## src/mcs_pkg.sv

```systemverilog
// Constants and types shared by the control, status and rate-select register block
package mcs_pkg;

   // ==========================================
   // Serial interface
   localparam logic [6:0] DEV_ADDR       = 7'h51;
   localparam logic [3:0] BYTE_BITS      = 4'h8;

   // ==========================================
   // Register offsets
   localparam logic [7:0] OFF_RXP_HIGH   = 8'h68;
   localparam logic [7:0] OFF_RXP_LOW    = 8'h69;
   localparam logic [7:0] OFF_CTRL       = 8'h6e;
   localparam logic [7:0] OFF_MODE       = 8'h6f;

   // ==========================================
   // Reset values
   localparam logic [7:0] RST_RXP        = 8'h00;
   localparam logic [7:0] RST_MODE       = 8'h00;
   localparam logic       RST_SOFT       = 1'b0;
   localparam logic       RST_POR        = 1'b1;
   localparam logic [7:0] RST_PTR        = 8'h00;

   // ==========================================
   // Control and status field positions
   localparam int         CTRL_TX_OFF    = 7;
   localparam int         CTRL_SOFT_TX   = 6;
   localparam int         CTRL_RATE_B    = 5;
   localparam int         CTRL_RATE_A    = 4;
   localparam int         CTRL_SOFT_RATE = 3;
   localparam int         CTRL_FAULT     = 2;
   localparam int         CTRL_LOST      = 1;
   localparam int         CTRL_POR       = 0;

   // ==========================================
   // Mode control field (bits 7-6 of mode byte)
   localparam int         MODE_HI        = 7;
   localparam int         MODE_LO        = 6;
   localparam logic [1:0] MODE_EMUL      = 2'b00;
   localparam logic [1:0] MODE_HW        = 2'b01;

   // ==========================================
   // Pin synchroniser layout
   localparam int         PIN_W          = 7;
   localparam logic [6:0] PIN_RST        = 7'h60;

   // ==========================================
   // Byte kinds and serial states
   localparam logic [1:0] K_ADDR         = 2'h0;
   localparam logic [1:0] K_WORD         = 2'h1;
   localparam logic [1:0] K_DATA         = 2'h2;

   typedef enum logic [4:0] {
      ST_IDLE = 5'h01,
      ST_RECV = 5'h02,
      ST_ACK  = 5'h04,
      ST_SEND = 5'h08,
      ST_MACK = 5'h10
   } mcs_ser_st_t;

endpackage

```

## src/mcs_sync.sv

```systemverilog
// Two-stage synchroniser for a group of asynchronous pins
module mcs_sync #(
   parameter int               W         = 1,
   parameter logic [W-1:0]     RESET_VAL = '0
) (
   input  wire logic           clk_i,
   input  wire logic           reset_n_i,
   input  wire logic [W-1:0]   async_i,
   output logic      [W-1:0]   sync_o
);

   typedef struct packed {
      logic [W-1:0] s1;
      logic [W-1:0] s2;
   } mcs_sync_st_t;

   mcs_sync_st_t q;
   mcs_sync_st_t d;

   // ==========================================
   // Next state
   always_comb begin
      d    = q;
      d.s1 = async_i;
      d.s2 = q.s1;
   end

   always_ff @(posedge clk_i) begin
      if (!reset_n_i) begin
         q <= '{s1: RESET_VAL, s2: RESET_VAL};
      end else begin
         q <= d;
      end
   end

   assign sync_o = q.s2;

endmodule

```

## src/mcs_regs.sv

```systemverilog
// Control, status and rate-select register block behind the two-wire serial slave
import mcs_pkg::*;

// Contract
// - Received power pair reads at 0x68 high, 0x69 low; both reset to zero.
// - Control byte at 0x6e resets to 0x01; only bits 6 and 3 are writable.
// - Bit 7 shows the live transmit-off pin level.
// - Laser is off when soft transmit-off bit or transmit-off pin is high.
// - Bits 5 and 4 show the second and first rate-select input levels.
// - Bit 4 is read-only; host writes to it change nothing.
// - Writable bit 3 is the receive-side soft rate select.
// - Bit 2 shows transmit-fault pin; bit 1 shows receive signal-lost pin.
// - Signal-lost bit tracks the signal-lost pin continuously.
// - Bit 0 reads 1 from power-on until the first full conversion cycle ends.
// - Mode byte at 0x6f is read/write, resets zero; bits 7-6 mode, 5-0 table.
// - Mode 00: receive rate from first input and soft bit; transmit from outside soft bit.
// - Mode 01: outputs follow first and second inputs; soft bits ignored.
// - Mode bit 7 set: neither inputs nor soft bits steer the rate outputs.
// - Stored power is raw in external calibration, corrected result in internal calibration.
module mcs_regs (
   input  wire logic        clk_i,
   input  wire logic        reset_n_i,
   input  wire logic        scl_i,
   input  wire logic        sda_i,
   output logic             sda_o,
   output logic             sda_oe_o,
   input  wire logic        tx_off_pin_i,
   input  wire logic        rate_in_a_pin_i,
   input  wire logic        rate_in_b_pin_i,
   input  wire logic        tx_fault_pin_i,
   input  wire logic        rx_signal_lost_pin_i,
   input  wire logic        tx_soft_rate_i,
   input  wire logic        internal_cal_i,
   input  wire logic        adc_cycle_done_i,
   input  wire logic [15:0] rx_power_raw_i,
   input  wire logic [15:0] rx_power_cal_i,
   output logic             tx_laser_off_o,
   output logic             rx_rate_out_pin_o,
   output logic             tx_rate_out_pin_o
);
   import mcs_pkg::*;

   typedef struct packed {
      mcs_ser_st_t st;
      logic [1:0]  kind;
      logic        rw;
      logic        more;
      logic [3:0]  bits;
      logic [7:0]  shift;
      logic [7:0]  ptr;
      logic        scl_prev;
      logic        sda_prev;
      logic        sda_out;
      logic        sda_oe;
      logic [7:0]  rx_power_high;
      logic [7:0]  rx_power_low;
      logic        soft_tx_off;
      logic        soft_rate_a;
      logic [7:0]  rate_select_mode_control;
      logic        por;
      logic        laser_off;
      logic        rx_rate;
      logic        tx_rate;
   } mcs_regs_st_t;

   localparam mcs_regs_st_t ST_RESET = '{
      st:                       ST_IDLE,
      kind:                     K_ADDR,
      rw:                       1'b0,
      more:                     1'b0,
      bits:                     4'h0,
      shift:                    8'h00,
      ptr:                      RST_PTR,
      scl_prev:                 1'b1,
      sda_prev:                 1'b1,
      sda_out:                  1'b0,
      sda_oe:                   1'b0,
      rx_power_high:            RST_RXP,
      rx_power_low:             RST_RXP,
      soft_tx_off:              RST_SOFT,
      soft_rate_a:              RST_SOFT,
      rate_select_mode_control: RST_MODE,
      por:                      RST_POR,
      laser_off:                1'b0,
      rx_rate:                  1'b0,
      tx_rate:                  1'b0
   };

   mcs_regs_st_t     q;
   mcs_regs_st_t     d;
   logic [PIN_W-1:0] pins_s;
   logic             scl_s;
   logic             sda_s;
   logic             tx_off_s;
   logic             rate_a_s;
   logic             rate_b_s;
   logic             fault_s;
   logic             lost_s;
   logic             scl_rise;
   logic             scl_fall;
   logic             start_det;
   logic             stop_det;
   logic             wr_en;
   logic [7:0]       ctrl_rd;
   logic [7:0]       rd_data;
   logic [15:0]      rx_power_sel;
   logic [1:0]       mode_f;

   // ==========================================
   // Pin synchronisers
   mcs_sync #(
      .W         (PIN_W),
      .RESET_VAL (PIN_RST)
   ) u_sync (
      .clk_i     (clk_i),
      .reset_n_i (reset_n_i),
      .async_i   ({scl_i, sda_i, tx_off_pin_i, rate_in_a_pin_i, rate_in_b_pin_i,
                   tx_fault_pin_i, rx_signal_lost_pin_i}),
      .sync_o    (pins_s)
   );

   assign {scl_s, sda_s, tx_off_s, rate_a_s, rate_b_s, fault_s, lost_s} = pins_s;
   assign mode_f = q.rate_select_mode_control[MODE_HI:MODE_LO];

   // ==========================================
   // Read data
   always_comb begin
      ctrl_rd                 = 8'h00;
      ctrl_rd[CTRL_TX_OFF]    = tx_off_s;
      ctrl_rd[CTRL_SOFT_TX]   = q.soft_tx_off;
      ctrl_rd[CTRL_RATE_B]    = rate_b_s;
      ctrl_rd[CTRL_RATE_A]    = rate_a_s;
      ctrl_rd[CTRL_SOFT_RATE] = q.soft_rate_a;
      ctrl_rd[CTRL_FAULT]     = fault_s;
      ctrl_rd[CTRL_LOST]      = lost_s;
      ctrl_rd[CTRL_POR]       = q.por;
      unique case (q.ptr)
         OFF_RXP_HIGH: rd_data = q.rx_power_high;
         OFF_RXP_LOW:  rd_data = q.rx_power_low;
         OFF_CTRL:     rd_data = ctrl_rd;
         OFF_MODE:     rd_data = q.rate_select_mode_control;
         default:      rd_data = 8'h00;
      endcase
   end

   // ==========================================
   // Next state
   always_comb begin
      d          = q;
      wr_en      = 1'b0;
      scl_rise   = scl_s & ~q.scl_prev;
      scl_fall   = ~scl_s & q.scl_prev;
      start_det  = scl_s & q.scl_prev & q.sda_prev & ~sda_s;
      stop_det   = scl_s & q.scl_prev & ~q.sda_prev & sda_s;
      d.scl_prev = scl_s;
      d.sda_prev = sda_s;
      d.sda_out  = 1'b0;

      rx_power_sel = internal_cal_i ? rx_power_cal_i : rx_power_raw_i;
      if (adc_cycle_done_i) begin
         d.rx_power_high = rx_power_sel[15:8];
         d.rx_power_low  = rx_power_sel[7:0];
         d.por           = 1'b0;
      end

      d.laser_off = tx_off_s | q.soft_tx_off;

      if (!mode_f[1]) begin
         if (mode_f[0]) begin
            d.rx_rate = rate_a_s;
            d.tx_rate = rate_b_s;
         end else begin
            d.rx_rate = rate_a_s | q.soft_rate_a;
            d.tx_rate = tx_soft_rate_i;
         end
      end

      // Serial slave
      if (start_det) begin
         d.st     = ST_RECV;
         d.bits   = 4'h0;
         d.kind   = K_ADDR;
         d.sda_oe = 1'b0;
      end else if (stop_det) begin
         d.st     = ST_IDLE;
         d.sda_oe = 1'b0;
      end else begin
         unique case (q.st)
            ST_IDLE: begin
               d.sda_oe = 1'b0;
            end
            ST_RECV: begin
               if (scl_rise && q.bits != BYTE_BITS) begin
                  d.shift = {q.shift[6:0], sda_s};
                  d.bits  = q.bits + 4'h1;
               end else if (scl_fall && q.bits == BYTE_BITS) begin
                  d.bits = 4'h0;
                  if (q.kind == K_ADDR) begin
                     if (q.shift[7:1] == DEV_ADDR) begin
                        d.rw     = q.shift[0];
                        d.sda_oe = 1'b1;
                        d.st     = ST_ACK;
                     end else begin
                        d.st = ST_IDLE;
                     end
                  end else if (q.kind == K_WORD) begin
                     d.ptr    = q.shift;
                     d.sda_oe = 1'b1;
                     d.st     = ST_ACK;
                  end else begin
                     wr_en    = 1'b1;
                     d.ptr    = q.ptr + 8'h01;
                     d.sda_oe = 1'b1;
                     d.st     = ST_ACK;
                  end
               end
            end
            ST_ACK: begin
               if (scl_fall) begin
                  if (q.rw) begin
                     d.shift  = rd_data;
                     d.ptr    = q.ptr + 8'h01;
                     d.bits   = 4'h1;
                     d.sda_oe = ~rd_data[7];
                     d.st     = ST_SEND;
                  end else begin
                     d.sda_oe = 1'b0;
                     d.bits   = 4'h0;
                     d.kind   = (q.kind == K_ADDR) ? K_WORD : K_DATA;
                     d.st     = ST_RECV;
                  end
               end
            end
            ST_SEND: begin
               if (scl_fall) begin
                  if (q.bits == BYTE_BITS) begin
                     d.sda_oe = 1'b0;
                     d.st     = ST_MACK;
                  end else begin
                     d.shift  = {q.shift[6:0], 1'b0};
                     d.sda_oe = ~q.shift[6];
                     d.bits   = q.bits + 4'h1;
                  end
               end
            end
            ST_MACK: begin
               if (scl_rise) begin
                  d.more = ~sda_s;
               end else if (scl_fall) begin
                  if (q.more) begin
                     d.shift  = rd_data;
                     d.ptr    = q.ptr + 8'h01;
                     d.bits   = 4'h1;
                     d.sda_oe = ~rd_data[7];
                     d.st     = ST_SEND;
                  end else begin
                     d.st = ST_IDLE;
                  end
               end
            end
            default: begin
               d.st     = ST_IDLE;
               d.sda_oe = 1'b0;
            end
         endcase
      end

      // Register writes
      if (wr_en) begin
         if (q.ptr == OFF_CTRL) begin
            d.soft_tx_off = q.shift[CTRL_SOFT_TX];
            d.soft_rate_a = q.shift[CTRL_SOFT_RATE];
         end else if (q.ptr == OFF_MODE) begin
            d.rate_select_mode_control = q.shift;
         end
      end
   end

   always_ff @(posedge clk_i) begin
      if (!reset_n_i) begin
         q <= ST_RESET;
      end else begin
         q <= d;
      end
   end

   assign sda_o             = q.sda_out;
   assign sda_oe_o          = q.sda_oe;
   assign tx_laser_off_o    = q.laser_off;
   assign rx_rate_out_pin_o = q.rx_rate;
   assign tx_rate_out_pin_o = q.tx_rate;
endmodule

```

## config.mk

```make
export PLATFORM = sky130hd
export DESIGN_NAME = mcs_regs
export DESIGN_NICKNAME = d
export VERILOG_FILES = /design/src/mcs_pkg.sv /design/src/mcs_sync.sv /design/src/mcs_regs.sv
export SDC_FILE = /design/constraint.sdc
export NUM_CORES = 1
export LEC_CHECK = 0
export BUFFER_PORTS_ARGS = -buffer_cell sky130_fd_sc_hd__buf_4
export CAP_MARGIN = 20
export CORE_MARGIN = 2
export CORE_UTILIZATION = 34
export DETAILED_ROUTE_END_ITERATION = 12
export PLACE_DENSITY_LB_ADDON = 0.05
export SLEW_MARGIN = 5
export SYNTH_ARGS = -nofsm -noshare
export SYNTH_HDL_FRONTEND = slang
export SYNTH_SLANG_ARGS = --single-unit
export TNS_END_PERCENT = 5
```

## constraint.sdc

```tcl
create_clock -name clk_i -period 1.9 [get_ports clk_i]
set_clock_uncertainty 0.05 [all_clocks]
set_input_delay 0 -clock clk_i [delete_from_list [all_inputs] [get_ports clk_i]]
set_output_delay 0 -clock clk_i [all_outputs]
set_load 0.005 [all_outputs]
```

Yosys cells after proc, flatten, opt, wreduce, memory -nomap -nowiden
Cells that the tools add are included.
Word-level totals
  word-level logic and storage cells: 164
  bits in registers: 77
  input port bits: 44
Cells by class
  equality and inequality tests: 35
  reduce and logical (&&, ||, !) cells: 18
  muxes and demuxes: 64
  add/subtract/negate cells: 2
  bitwise gates (word level): 22
Operators with widths (count)
  $mux 20: 4
  $pmux 12 s4: 1
  $mux 8: 5
  $mux 5: 7
  $eq 8x7->1 const B: 4
  $mux 16: 2
  $ne 4x4->1 const B: 8
  $pmux 8 s4: 1
  $mux 1: 26
  $pmux 5 s5: 1
  $mux 12: 2
  $mux 24: 1
  $ne 2x2->1 const B: 12
  $pmux 8 s3: 1
  $reduce_and 8->1: 3
  $reduce_and 11->1: 2
  $mux 4: 5
  $not 1->1: 13
  $mux 2: 5
  $ne 3x3->1 const B: 3
  $reduce_and 9->1: 1
  $add 8x1->8 const B: 1
  $reduce_and 4->1: 2
  $and 1x1->1: 7
  other kinds (22): 24

Longest topological paths before layout
Gate-level depths: netlist (run 1).
  depth in word-level cells: 9
  mapped depth: 9

Hierarchy
Synthesis (run 1) repeated with hierarchy kept, for this count alone.
Unflattened totals
  cells, all modules: 435
  area, all modules: 3786.1 sq um
Modules (own cells, without submodules)
  mcs_regs: area an instance 3398.3 sq um, times used 1, cells an instance 406, sequential area each 1241.2 sq um
  mcs_sync: area an instance 387.9 sq um, times used 1, cells an instance 29, sequential area each 280.3 sq um

Worst setup path after synthesis (run 1)
Ideal clock, no wire load.
  kind: flip-flop to flip-flop
  start: register q[59] (netlist bit)
  end: register q[38] (netlist bit)
  arrival time: 1.975 ns
  setup slack: -0.196 ns
  stages on the path, launching flop included: 9
  data required time: 1.779 ns
  library setup time: 0.071 ns
  path buffers: 3
  cells stage by stage: dfxtp_1 -> buf_6 -> or3_4 -> buf_6 -> o21a_1 -> buf_6 -> or3b_1 -> a211o_1 -> a21oi_1
Between the ends
  word-level cells in the longest chain between the ends: 3
  elaborated cells between the ends (all ways): 14
  those cells by class: eq/ne: 11; mux: 1; reduce/logical: 2
Ends and longest elaborated chain
  start: declaration: RTL line mcs_regs.sv:89  | mcs_regs_st_t q;
  start signal: assignment: RTL line mcs_regs.sv:281  | q <= ST_RESET;
  start signal: assignment: RTL line mcs_regs.sv:283  | q <= d;
  $eq 5x2->1 (tied with other cells): RTL line mcs_regs.sv:188  | unique case (q.st)
  $ne 2x2->1 (no line) / $reduce_bool 3->1 (equally long branches)
  $reduce_and 11->1 (no line)
Several ways; a longest one is shown, not always the timed one.
A chain may end at the register's enable or synchronous reset.

Worst setup path after layout (run 1)
  start: register q[62] (netlist bit)
  end: register q[35] (netlist bit)
Same word-level chain as after synthesis.

==> flow_summary.ini, run 1 <==
[grt]
grt_overflow = 0
grt_pass1_wl_um = 19500
use_met3_pct = 2.97
grt_max_degree = 34
grt_pass1_vias = 3909
use_met1_pct = 22.7
top_usage_layer = met2
antenna_found_initial = 0
met2_usage_pct = 33.1
grtUsageTotal_pct = 19.5

[yosys]
synth_area_mm2 = 0.00400
synthCells = 464
synth.area.top_cells = dfxtp_1 38%, mux2i_1 7.8%, a211oi_1 5.3%
synth_ff_type = dfxtp_1
ys_seq_elements = 76
avgSynthCellArea_um2 = 8.62
synth-async-reset-ratio_pct = 0
syn-num-nets = 514
yosys_warnings = 0
ys_seq_area_share_pct = 38.0
synth.largest_area_cell = dfxtp_1
yosysMostFrequentCell = dfxtp_1
synth-edff-count = 0
yosysUniqueCellTypes = 65
synthTopCellsByCount = 76 x dfxtp_1, 53 x nor2_1, 32 x a21oi_1
yosysTopAreaCellShare_pct = 38.0

[floorplan]
core_mm2 = 0.0115
dieArea_mm2 = 0.0126
rows = 39
start_util_pct = 34.9
num_io_pins = 49
fp.dieH_um = 112
dieWidth_um = 112

[clock_network]
root_buffer = clkbuf_16
clockBufferDepth = 2
path_clk_slew_ns = 0.06
numCtsBuffers = 9
htree_levels = 3
cts.sinks = 76
clkLatencyLatePin_ns = 0.34
cts_tree = done

[drt]
drcViolationCount = 0
routedWlPerCell_um = 15.9
routed_wl_um = 12000
drt-initial-drc-count = 243
num_vias = 4012
ant_nets = 0
vias_per_cell = 5.30
drt_pass1_iterations = 4

[timing]
fin_crit_ns = 1.99
slew_headroom_pct = 47.4
tightest_slew_ns = 0.788
whs_ns = 0.0105
fin_setup_tns_ns = -1.15
fin_ws_ns = -0.0915
finalHoldViolations = 0
finalSetupViolations = 22
rsz0062_at_grt = yes
min_period_over_period_pct = 105
fmax_mhz = 502
slew_violations = 0

[placed_design]
pre_cts_slack_ns = -0.261
io_buffers = 47
gp_congestion = 0.852
dp_cells = 699
dp_hpwl_um = 8740

[cells_and_area]
final_nets = 660
drive_above_1_share_pct = 32.4
fin_cells = 757
diodes = 0
syn_to_final_growth_pct = 48.5

[worst_setup_path]
critPathLaunchType = flop
critPathRequiredTime_ns = 2.09
worst_ep_arrival_time_ns = 2.18
worstPathMaxFanout = 7
end_kind = flop
critPathKind = reg -> reg

[power]
fin_total_pwr_mw = 3.93
p_leak_nw = 2.33
ir_drop_mv = 0.430
power_per_cell_area_mw_per_mm2 = 662

[outcome]
violations = setup timing
status = finished, violations left

[worst_hold_path]
hold_class = in -> reg

[job]
maxCapViolations = 0
where the power goes:
group / internal [mW] / total (mW) / switching (mW) / leakage, nW
combinational: 0.314 / 0.564 / 0.250 / 1.56
sequential: 1.65 / 1.69 / 0.0361 / 0.623
clock: 1.04 / 1.68 / 0.637 / 0.140
total: 3.01 / 3.93 / 0.923 / 2.33
sequential cells by signal (all words and copies together) (netlist names):
register,flops
sda_oe_o,1
tx_laser_off_o,1
q,53
u_sync.sync_o,7
mode_f,2
ctrl_rd,3
u_sync.d,7
tx_rate_out_pin_o,1
rx_rate_out_pin_o,1
per-layer routing:
| layer | share of wire, % | routed length (um) | vias up |
|---|---|---|---|
| li1 | - | - | 2001 |
| met1 | 43 | 5170 | 1886 |
| met2 | 49 | 5890 | 96 |
| met3 | 2.9 | 347 | 29 |
| met4 | 5.2 | 627 | 0 |
| met5 | 0 | 0 | - |
area by class of cell:
cell class / instances / area (um^2)
clock buffers: 13 / 250
clock inverters: 2 / 35.0
fillers: 1081 / 5530
inverters: 17 / 63.8
multi-input cells: 336 / 2440
flip-flops and latches: 76 / 1530
well taps: 143 / 179
repair buffers: 170 / 1440
repair_timing:
action                                 in CTS  in global routing
gates cloned                                0                  0
endpoints found under the hold margin      24                  0
buffers inserted                            2                  2
hold buffers                               39                  0
pin swaps                                   4                 21
setup endpoints to repair                  38                 38
resized for setup                          18                 42
cells in the final DEF (no fill, tap or decap), types with 8 or more instances in the layout:
cell,n
inv_1,16
nor2_1,50
a211oi_1,25
nand2_1,12
and2_1,10
buf_4,123
mux2i_1,31
a22oi_1,12
dfxtp_1,71
a21oi_1,25
nand2b_1,9
o21ai_0,10
dlygate4sd3_1,39
clkbuf_16,9
nor2b_1,8
a22o_1,8
nand3_1,12
cell families (layout without fill, tap and decap cells):
group,count (synthesis),count (layout),share of synthesized area (%)
AOI/OAI and AO/OA,135,135,23.4
adders and majority gates,6,6,1.88
xor gates and xnor gates,4,4,0.876
muxes,32,32,8.04
and+or+nand+nor,158,158,21.8
buffers and inverters,52,202,5.91
DFF,76,76,38.0
other,1,1,0.0937
per-stage QoR:
stage	instance area, um^2	util [%]
floorplan	4010	-
global placement	5010	43.7
detailed placement	5010	43.7
CTS	5770	50.3
global route	5940	51.8
finish	5940	51.8
final timing paths:
kind                           from                           to  slack (ns)  cells past startpoint
min reg2reg  u_sync.d[6]$_SDFF_PN1_  u_sync.sync_o[6]$_SDFF_PN1_        0.35                      1
max              q[62]$_SDFFE_PP0P_           q[35]$_SDFFE_PN0P_       -0.09                      6
min               rx_power_cal_i[7]           q[21]$_SDFFE_PN0P_        0.01                      3
max reg2reg      q[62]$_SDFFE_PP0P_           q[35]$_SDFFE_PN0P_       -0.09                      6
worst max-delay path, cell delays in order (launching register included):
cell      delay, ns
dfxtp_2        0.36
or4b_4         0.57
o22ai_1        0.27
a21o_4         0.23
buf_12         0.12
nor3_1         0.04
a211oi_1       0.24
Note: power is estimated with default switching activity, not from simulation.
==> inputs of run 2 (changes only) <==
--- a/config.mk
+++ b/config.mk
@@ -5,6 +5,7 @@
 export SDC_FILE = /design/constraint.sdc
 export NUM_CORES = 1
 export LEC_CHECK = 0
+export ABC_AREA = 1
 export BUFFER_PORTS_ARGS = -buffer_cell sky130_fd_sc_hd__buf_4
 export CAP_MARGIN = 20
 export CORE_MARGIN = 2
==> run 2 against run 1 <==
Effect of this change: the flow now finishes without violations; synthesized cell count increased by 36%; maximum frequency increased by 9.9%; core utilization decreased by 5.0 points; cell area decreased by 6.2%; clock power about the same; power increased by 13%; sequential share of layout area increased by 1.6 points; global-route usage about the same; worst hold slack improved by 0.040 ns; sequential power increased by 8%; synthesized area increased by 3.2%; combinational power increased by 63%; largest cell class unchanged; largest power group unchanged.
==> flow_summary.ini, run 2 <==
[outcome]
status = completed

[cells_and_area]
syn_to_final_growth_pct = 35.1
final_common_cell = nand2_1
largest-register = q
filler_cell_count = 1224
seq_area_mm2 = 0.00152
largest_reg_flops = 53
fin_cells = 889
final_nets = 787
drive_above_1_share_pct = 19.5
fin_area_mm2 = 0.00557
diodes = 0
multi_input_area_mm2 = 0.00230
final_cell_mix = 175 x nand2_1, 75 x inv_1, 75 x dfxtp_1, 74 x buf_4, 69 x nor2_1

[floorplan]
fp.dieH_um = 114
start_util_pct = 34.6
dieWidth_um = 114
num_io_pins = 49
rows = 40
core_mm2 = 0.0119
dieArea_mm2 = 0.0130

[yosys]
synthTopCellsByCount = 178 x nand2_1, 77 x inv_1, 77 x nor2_1
synthCells = 633
syn-num-nets = 683
avgSynthCellArea_um2 = 6.52
synth-async-reset-ratio_pct = 0
yosysMostFrequentCell = nand2_1
synth_ff_type = dfxtp_1
yosysUniqueCellTypes = 33
synth_area_mm2 = 0.00413
ys_seq_elements = 76
synth.area.top_cells = dfxtp_1 37%, nand2_1 16%, nand3_1 7.5%
ys_seq_area_share_pct = 36.9
synth-edff-count = 0
yosys_warnings = 0
yosysTopAreaCellShare_pct = 36.9
synth.largest_area_cell = dfxtp_1

[drt]
ant_nets = 0
vias_per_cell = 4.80
num_vias = 4269
drt-initial-drc-count = 196
routedWlPerCell_um = 13.6
drcViolationCount = 0
routed_wl_um = 12100
drt_pass1_iterations = 4

[worst_setup_path]
critPathLaunch = q[58]$_SDFFE_PN1P_
worst_ep_arrival_time_ns = 2.04
endpoint = q[44]$_SDFFE_PN0P_
end_kind = flop
slowest_delay_ns = 0.36
worstPathMaxFanout = 8
critPathRequiredTime_ns = 2.13
reg2reg_to = q[44]$_SDFFE_PN0P_
path_cells = nor2_4, nand3_2, nand2_4, nor2_2, nor2_8, nand3_4, nand2_1, nand2_1, nor2_1
r2r_cells = 9
crit-reg2reg-launch = q[58]$_SDFFE_PN1P_
critPathKind = reg -> reg
regToRegSetupSlack_ns = 0.09
critPathLaunchType = flop
cpMostUsedCell = nand2_1
critPathSlowestCell = dfxtp_1

[clock_network]
numCtsBuffers = 9
cts.sinks = 76
clockBufferDepth = 2
cts_tree = done
root_buffer = clkbuf_16
htree_levels = 3
path_clk_slew_ns = 0.07
clkLatencyLatePin_ns = 0.35

[timing]
tightest_slew_ns = 0.554
fmax_mhz = 552
finalHoldViolations = 0
fin_crit_ns = 1.81
rsz0062_at_grt = yes
slew_headroom_pct = 63.1
slew_violations = 0
finalSetupViolations = 0
min_period_over_period_pct = 95.4
whs_ns = 0.0502

[job]
maxCapViolations = 0

[power]
ir_drop_mv = 0.391
power_per_cell_area_mw_per_mm2 = 797
p_leak_nw = 2.67

[grt]
grtUsageTotal_pct = 19.5
grt_overflow = 0
grt_pass1_vias = 3964
grt_pass1_wl_um = 19900
antenna_found_initial = 0
grt_max_degree = 54

[placed_design]
gp_congestion = 0.921
dp_cells = 827
dp_hpwl_um = 8800
dpl_cell_area_mm2 = 0.00472
io_buffers = 47

[worst_hold_path]
hold_class = in -> reg
run 2: cell count changes after synthesis, sizes merged, moves of 9 or more:
cell | before | now
and2 | 11 | 0
nand4 | 6 | 17
nor2 | 53 | 88
mux2i | 31 | 0
a22oi | 14 | 0
inv | 17 | 81
nand3 | 12 | 67
o31ai | 9 | 0
o21ai | 12 | 25
a211oi | 28 | 4
nand2b | 9 | 0
o211ai | 1 | 16
nand2 | 15 | 182
run 2: cell type report:
class | count | area share [%]
Tap cell | 147 | 3.30
Multi-Input combinational cell | 454 | 41.3
Inverter | 82 | 5.59
Sequential cell | 76 | 27.3
Timing Repair Buffer | 114 | 17.3
Clock inverter | 6 | 0.920
Clock buffer | 10 | 4.29
run 2: metal layers:
layer	part of all wire (%)	global-route usage (%)	vias up
li1	-	-	2235
met5	0	0	-
met1	49	26.6	1931
met4	2.0	7.89	0
met2	45	30.6	89
met3	3.7	3.34	14
run 2: critical path: cells and delay by family, from the launching register on:
kind             cells  cell delay [ns]
AND/OR/NAND/NOR      9             1.32
flip-flops           1             0.36
run 2: worst min path at each step:
stage | start | end | slack, ns | depth (start not counted)
2_1_floorplan | rx_signal_lost_pin_i | u_sync.d[0]$_SDFF_PN0_ | 0.05 | 2
3_3_place_gp | rate_in_b_pin_i | u_sync.d[2]$_SDFF_PN0_ | 0.13 | 3
3_5_place_dp | rate_in_b_pin_i | u_sync.d[2]$_SDFF_PN0_ | 0.14 | 3
4_1_cts | adc_cycle_done_i | ctrl_rd[0]$_SDFFE_PN1P_ | 0.06 | 2
5_1_grt | reset_n_i | q[50]$_SDFFE_PP0P_ | 0.10 | 5
6_report | reset_n_i | q[50]$_SDFFE_PP0P_ | 0.05 | 5
run 2: repair_timing:
action                     CTS  global route
gates cloned                 0             1
setup endpoints to repair    8            35
hold buffers                39             0
gates resized for setup      1            30
buffers inserted             0             6
hold endpoints to repair    23             0
pin swaps                    0             6
run 2: through the flow:
step / power (mW) / TNS [ns] / util [%] / worst slack [ns]
global placement: 2.65 / 0 / 39.6 / 0.0337
floorplan: 2.38 / 0 / - / 0.210
global route: 4.67 / -0.263 / 46.8 / -0.0448
CTS: 4.42 / 0 / 45.4 / 0.0137
detailed placement: 2.64 / -0.0805 / 39.6 / -0.0285
finish: 4.44 / 0 / 46.8 / 0.0880
run 2: cells by family after synthesis:
| logic type | share of synthesized area, % |
|---|---|
| adder cells (fa/ha/maj) | 1.82 |
| AND/OR/NAND/NOR | 40.2 |
| other | 0.0909 |
| buffers and inverters | 10.1 |
| flip-flops | 36.9 |
| XOR/XNOR | 1.06 |
| AO/OA/AOI/OAI | 9.82 |
run 2: power breakdown:
part           switching [mW]  internal [mW]  total, mW  leakage [nW]
registers               0.116           1.71       1.83         0.622
clock network           0.750          0.942       1.69         0.140
logic                   0.528          0.394      0.922          1.91
total                    1.39           3.05       4.44          2.67
==> inputs of run 3 (changes only) <==
--- a/config.mk
+++ b/config.mk
@@ -8,12 +8,16 @@
 export ABC_AREA = 1
 export BUFFER_PORTS_ARGS = -buffer_cell sky130_fd_sc_hd__buf_4
 export CAP_MARGIN = 20
+export CELL_PAD_IN_SITES_DETAIL_PLACEMENT = 2
+export CELL_PAD_IN_SITES_GLOBAL_PLACEMENT = 2
+export CORE_ASPECT_RATIO = 0.6
 export CORE_MARGIN = 2
-export CORE_UTILIZATION = 34
+export CORE_UTILIZATION = 28
 export DETAILED_ROUTE_END_ITERATION = 12
 export PLACE_DENSITY_LB_ADDON = 0.05
 export SLEW_MARGIN = 5
 export SYNTH_ARGS = -nofsm -noshare
 export SYNTH_HDL_FRONTEND = slang
+export SYNTH_HIERARCHICAL = 1
 export SYNTH_SLANG_ARGS = --single-unit
 export TNS_END_PERCENT = 5
==> run 3 against run 2 <==
Effect of this change: synthesized area rose by 1.3%; synthesized cell count rose by 4.1%; sequential cell count did not move; largest cell class unchanged; largest power group is now clock.
==> flow_summary.ini, run 3 <==
[drt]
routedWlPerCell_um = 17.9
ant_nets = 0
num_vias = 4779
drcViolationCount = 0
routed_wl_um = 17700
vias_per_cell = 4.85
drt-initial-drc-count = 243
drt_pass1_iterations = 4

[clock_network]
cts_tree = done
root_buffer = clkbuf_16
numCtsBuffers = 9
clkLatencyLatePin_ns = 0.34
cts.sinks = 76
clockBufferDepth = 2
htree_levels = 3
path_clk_slew_ns = 0.07

[placed_design]
dp_cells = 913
io_buffers = 47
pre_cts_slack_ns = -0.242
dp_hpwl_um = 12600
gp_congestion = 0.863

[floorplan]
fp.dieH_um = 98.7
rows = 34
start_util_pct = 28.7
num_io_pins = 49
dieWidth_um = 162
core_mm2 = 0.0145
dieArea_mm2 = 0.0160

[power]
p_leak_nw = 2.90
ir_drop_mv = 0.354
power_per_cell_area_mw_per_mm2 = 869

[yosys]
synth_area_mm2 = 0.00418
synth-edff-count = 0
synth_ff_type = dfxtp_1
yosysTopAreaCellShare_pct = 36.4
synth.largest_area_cell = dfxtp_1
synthCells = 659
syn-num-nets = 709
yosys_warnings = 6
yosysUniqueCellTypes = 31
synth.area.top_cells = dfxtp_1 36%, nand2_1 18%, inv_1 8.6%
synthTopCellsByCount = 205 x nand2_1, 96 x inv_1, 78 x nor2_1
synth-async-reset-ratio_pct = 0
ys_seq_area_share_pct = 36.4
ys_seq_elements = 76
yosysMostFrequentCell = nand2_1
avgSynthCellArea_um2 = 6.35

[cells_and_area]
final_common_cell = nand2_1
largest-register = q
syn_to_final_growth_pct = 45.1
filler_cell_count = 1717
largest_reg_flops = 53
fin_cells = 985
diodes = 0
drive_above_1_share_pct = 23.6
final_cell_mix = 190 x nand2_1, 89 x inv_1, 81 x buf_4, 69 x dfxtp_1, 64 x nor2_1
multi_input_area_mm2 = 0.00245
final_util_pct = 41.7
final_nets = 832
seq_area_mm2 = 0.00153

[timing]
fin_ws_ns = 0.0590
finalSetupViolations = 0
slew_violations = 0
rsz0062_at_grt = yes
slew_headroom_pct = 63.8
finalHoldViolations = 0
min_period_over_period_pct = 96.9
fin_crit_ns = 1.84
fin_setup_tns_ns = 0
fmax_mhz = 543
tightest_slew_ns = 0.542

[worst_setup_path]
critPathKind = reg -> reg
path_delay_family = simple AND/OR/NAND/NOR gates
worst_ep_arrival_time_ns = 2.02
cpMostUsedCell = nor2_1
critPathLaunchType = flop
path_cells = nor2_2, nand3_4, nor2_1, nor2_1, nand3_1, nor2_2, buf_12, o21ai_1, nor2_1
critPathSlowestCell = dfxtp_2
worstPathMaxFanout = 10
crit_buf_inv = 1
slowest_delay_ns = 0.35
critPathRequiredTime_ns = 2.08
end_kind = flop

[grt]
grt_pass1_vias = 5162
grtUsageTotal_pct = 22.6
grt_overflow = 0
grt_pass1_wl_um = 27900
grt_max_degree = 40
antenna_found_initial = 0

[outcome]
status = completed

[worst_hold_path]
hold_class = in -> reg

[job]
maxCapViolations = 0
-- run 3: cell types whose count changed in the layout (fill, tap and decap cells not counted), moves of 6 or more --
cell | previous run | this run
nand4_1 | 17 | 10
nand2_2 | 4 | 16
a21oi_1 | 23 | 15
nand2_1 | 175 | 190
buf_4 | 74 | 81
nor2_4 | 7 | 14
inv_1 | 75 | 89
nor3_1 | 8 | 2
dfxtp_1 | 75 | 69
-- run 3: per-layer routing --
| layer | GRT usage (%) | wire [um] | vias up |
|---|---|---|---|
| li1 | - | - | 2322 |
| met1 | 33.5 | 9200 | 2374 |
| met2 | 34.6 | 7630 | 71 |
| met3 | 3.66 | 654 | 12 |
| met4 | 4.70 | 182 | 0 |
| met5 | 0 | 0 | - |
-- run 3: worst paths after layout --
path	from	to	slack, ns	cells after the start
max	q[60]$_SDFFE_PP0P_	q[35]$_SDFFE_PN0P_	0.06	9
min	adc_cycle_done_i	ctrl_rd[0]$_SDFFE_PN1P_	0.07	2
max reg2reg	q[60]$_SDFFE_PP0P_	q[35]$_SDFFE_PN0P_	0.06	9
min reg2reg	u_sync/d[6]$_SDFF_PN1_	u_sync/sync_o[6]$_SDFF_PN1_	0.36	2
-- run 3: logic make-up (layout without fill, tap and decap cells) --
family	after synthesis	count (layout)	synth area share, %
AOI/OAI and AO/OA	69	69	9.58
adders and majority gates	6	6	1.80
xor gates and xnor gates	5	5	1.05
other	1	1	0.0897
and+or+nand+nor	385	386	39.9
buffers and inverters	117	244	11.3
DFF	76	76	36.4
-- run 3: through the flow --
step | hold slack, ns | instance area, um^2 | power, mW
floorplan | 0.0348 | 4180 | 2.52
CTS | 0.0488 | 5740 | 5.05
global placement | 0.121 | 4910 | 2.91
detailed placement | 0.129 | 4910 | 2.97
global route | 0.0930 | 6070 | 5.55
finish | 0.0715 | 6070 | 5.27
-- run 3: area by class of cell --
class                           count  share of cell area (%)
Clock buffer                       10                    3.77
Clock inverter                      6                    1.57
Sequential cell                    76                    25.3
Tap cell                          198                    4.08
Inverter                           97                    6.15
Multi-Input combinational cell    467                    40.5
Timing Repair Buffer              131                    18.7
-- run 3: repair_timing --
item                       4_1_cts  5_1_grt
hold endpoints to repair        27        0
buffers inserted                 1       11
hold buffers                    43        0
gates resized for setup         19       76
setup endpoints to repair       26       34
cloned                           1        0
pin swaps                        2       17
-- run 3: power breakdown --
group,internal [mW],switching [mW]
Clock,1.17,0.768
Sequential,1.73,0.148
Combinational,0.559,0.900
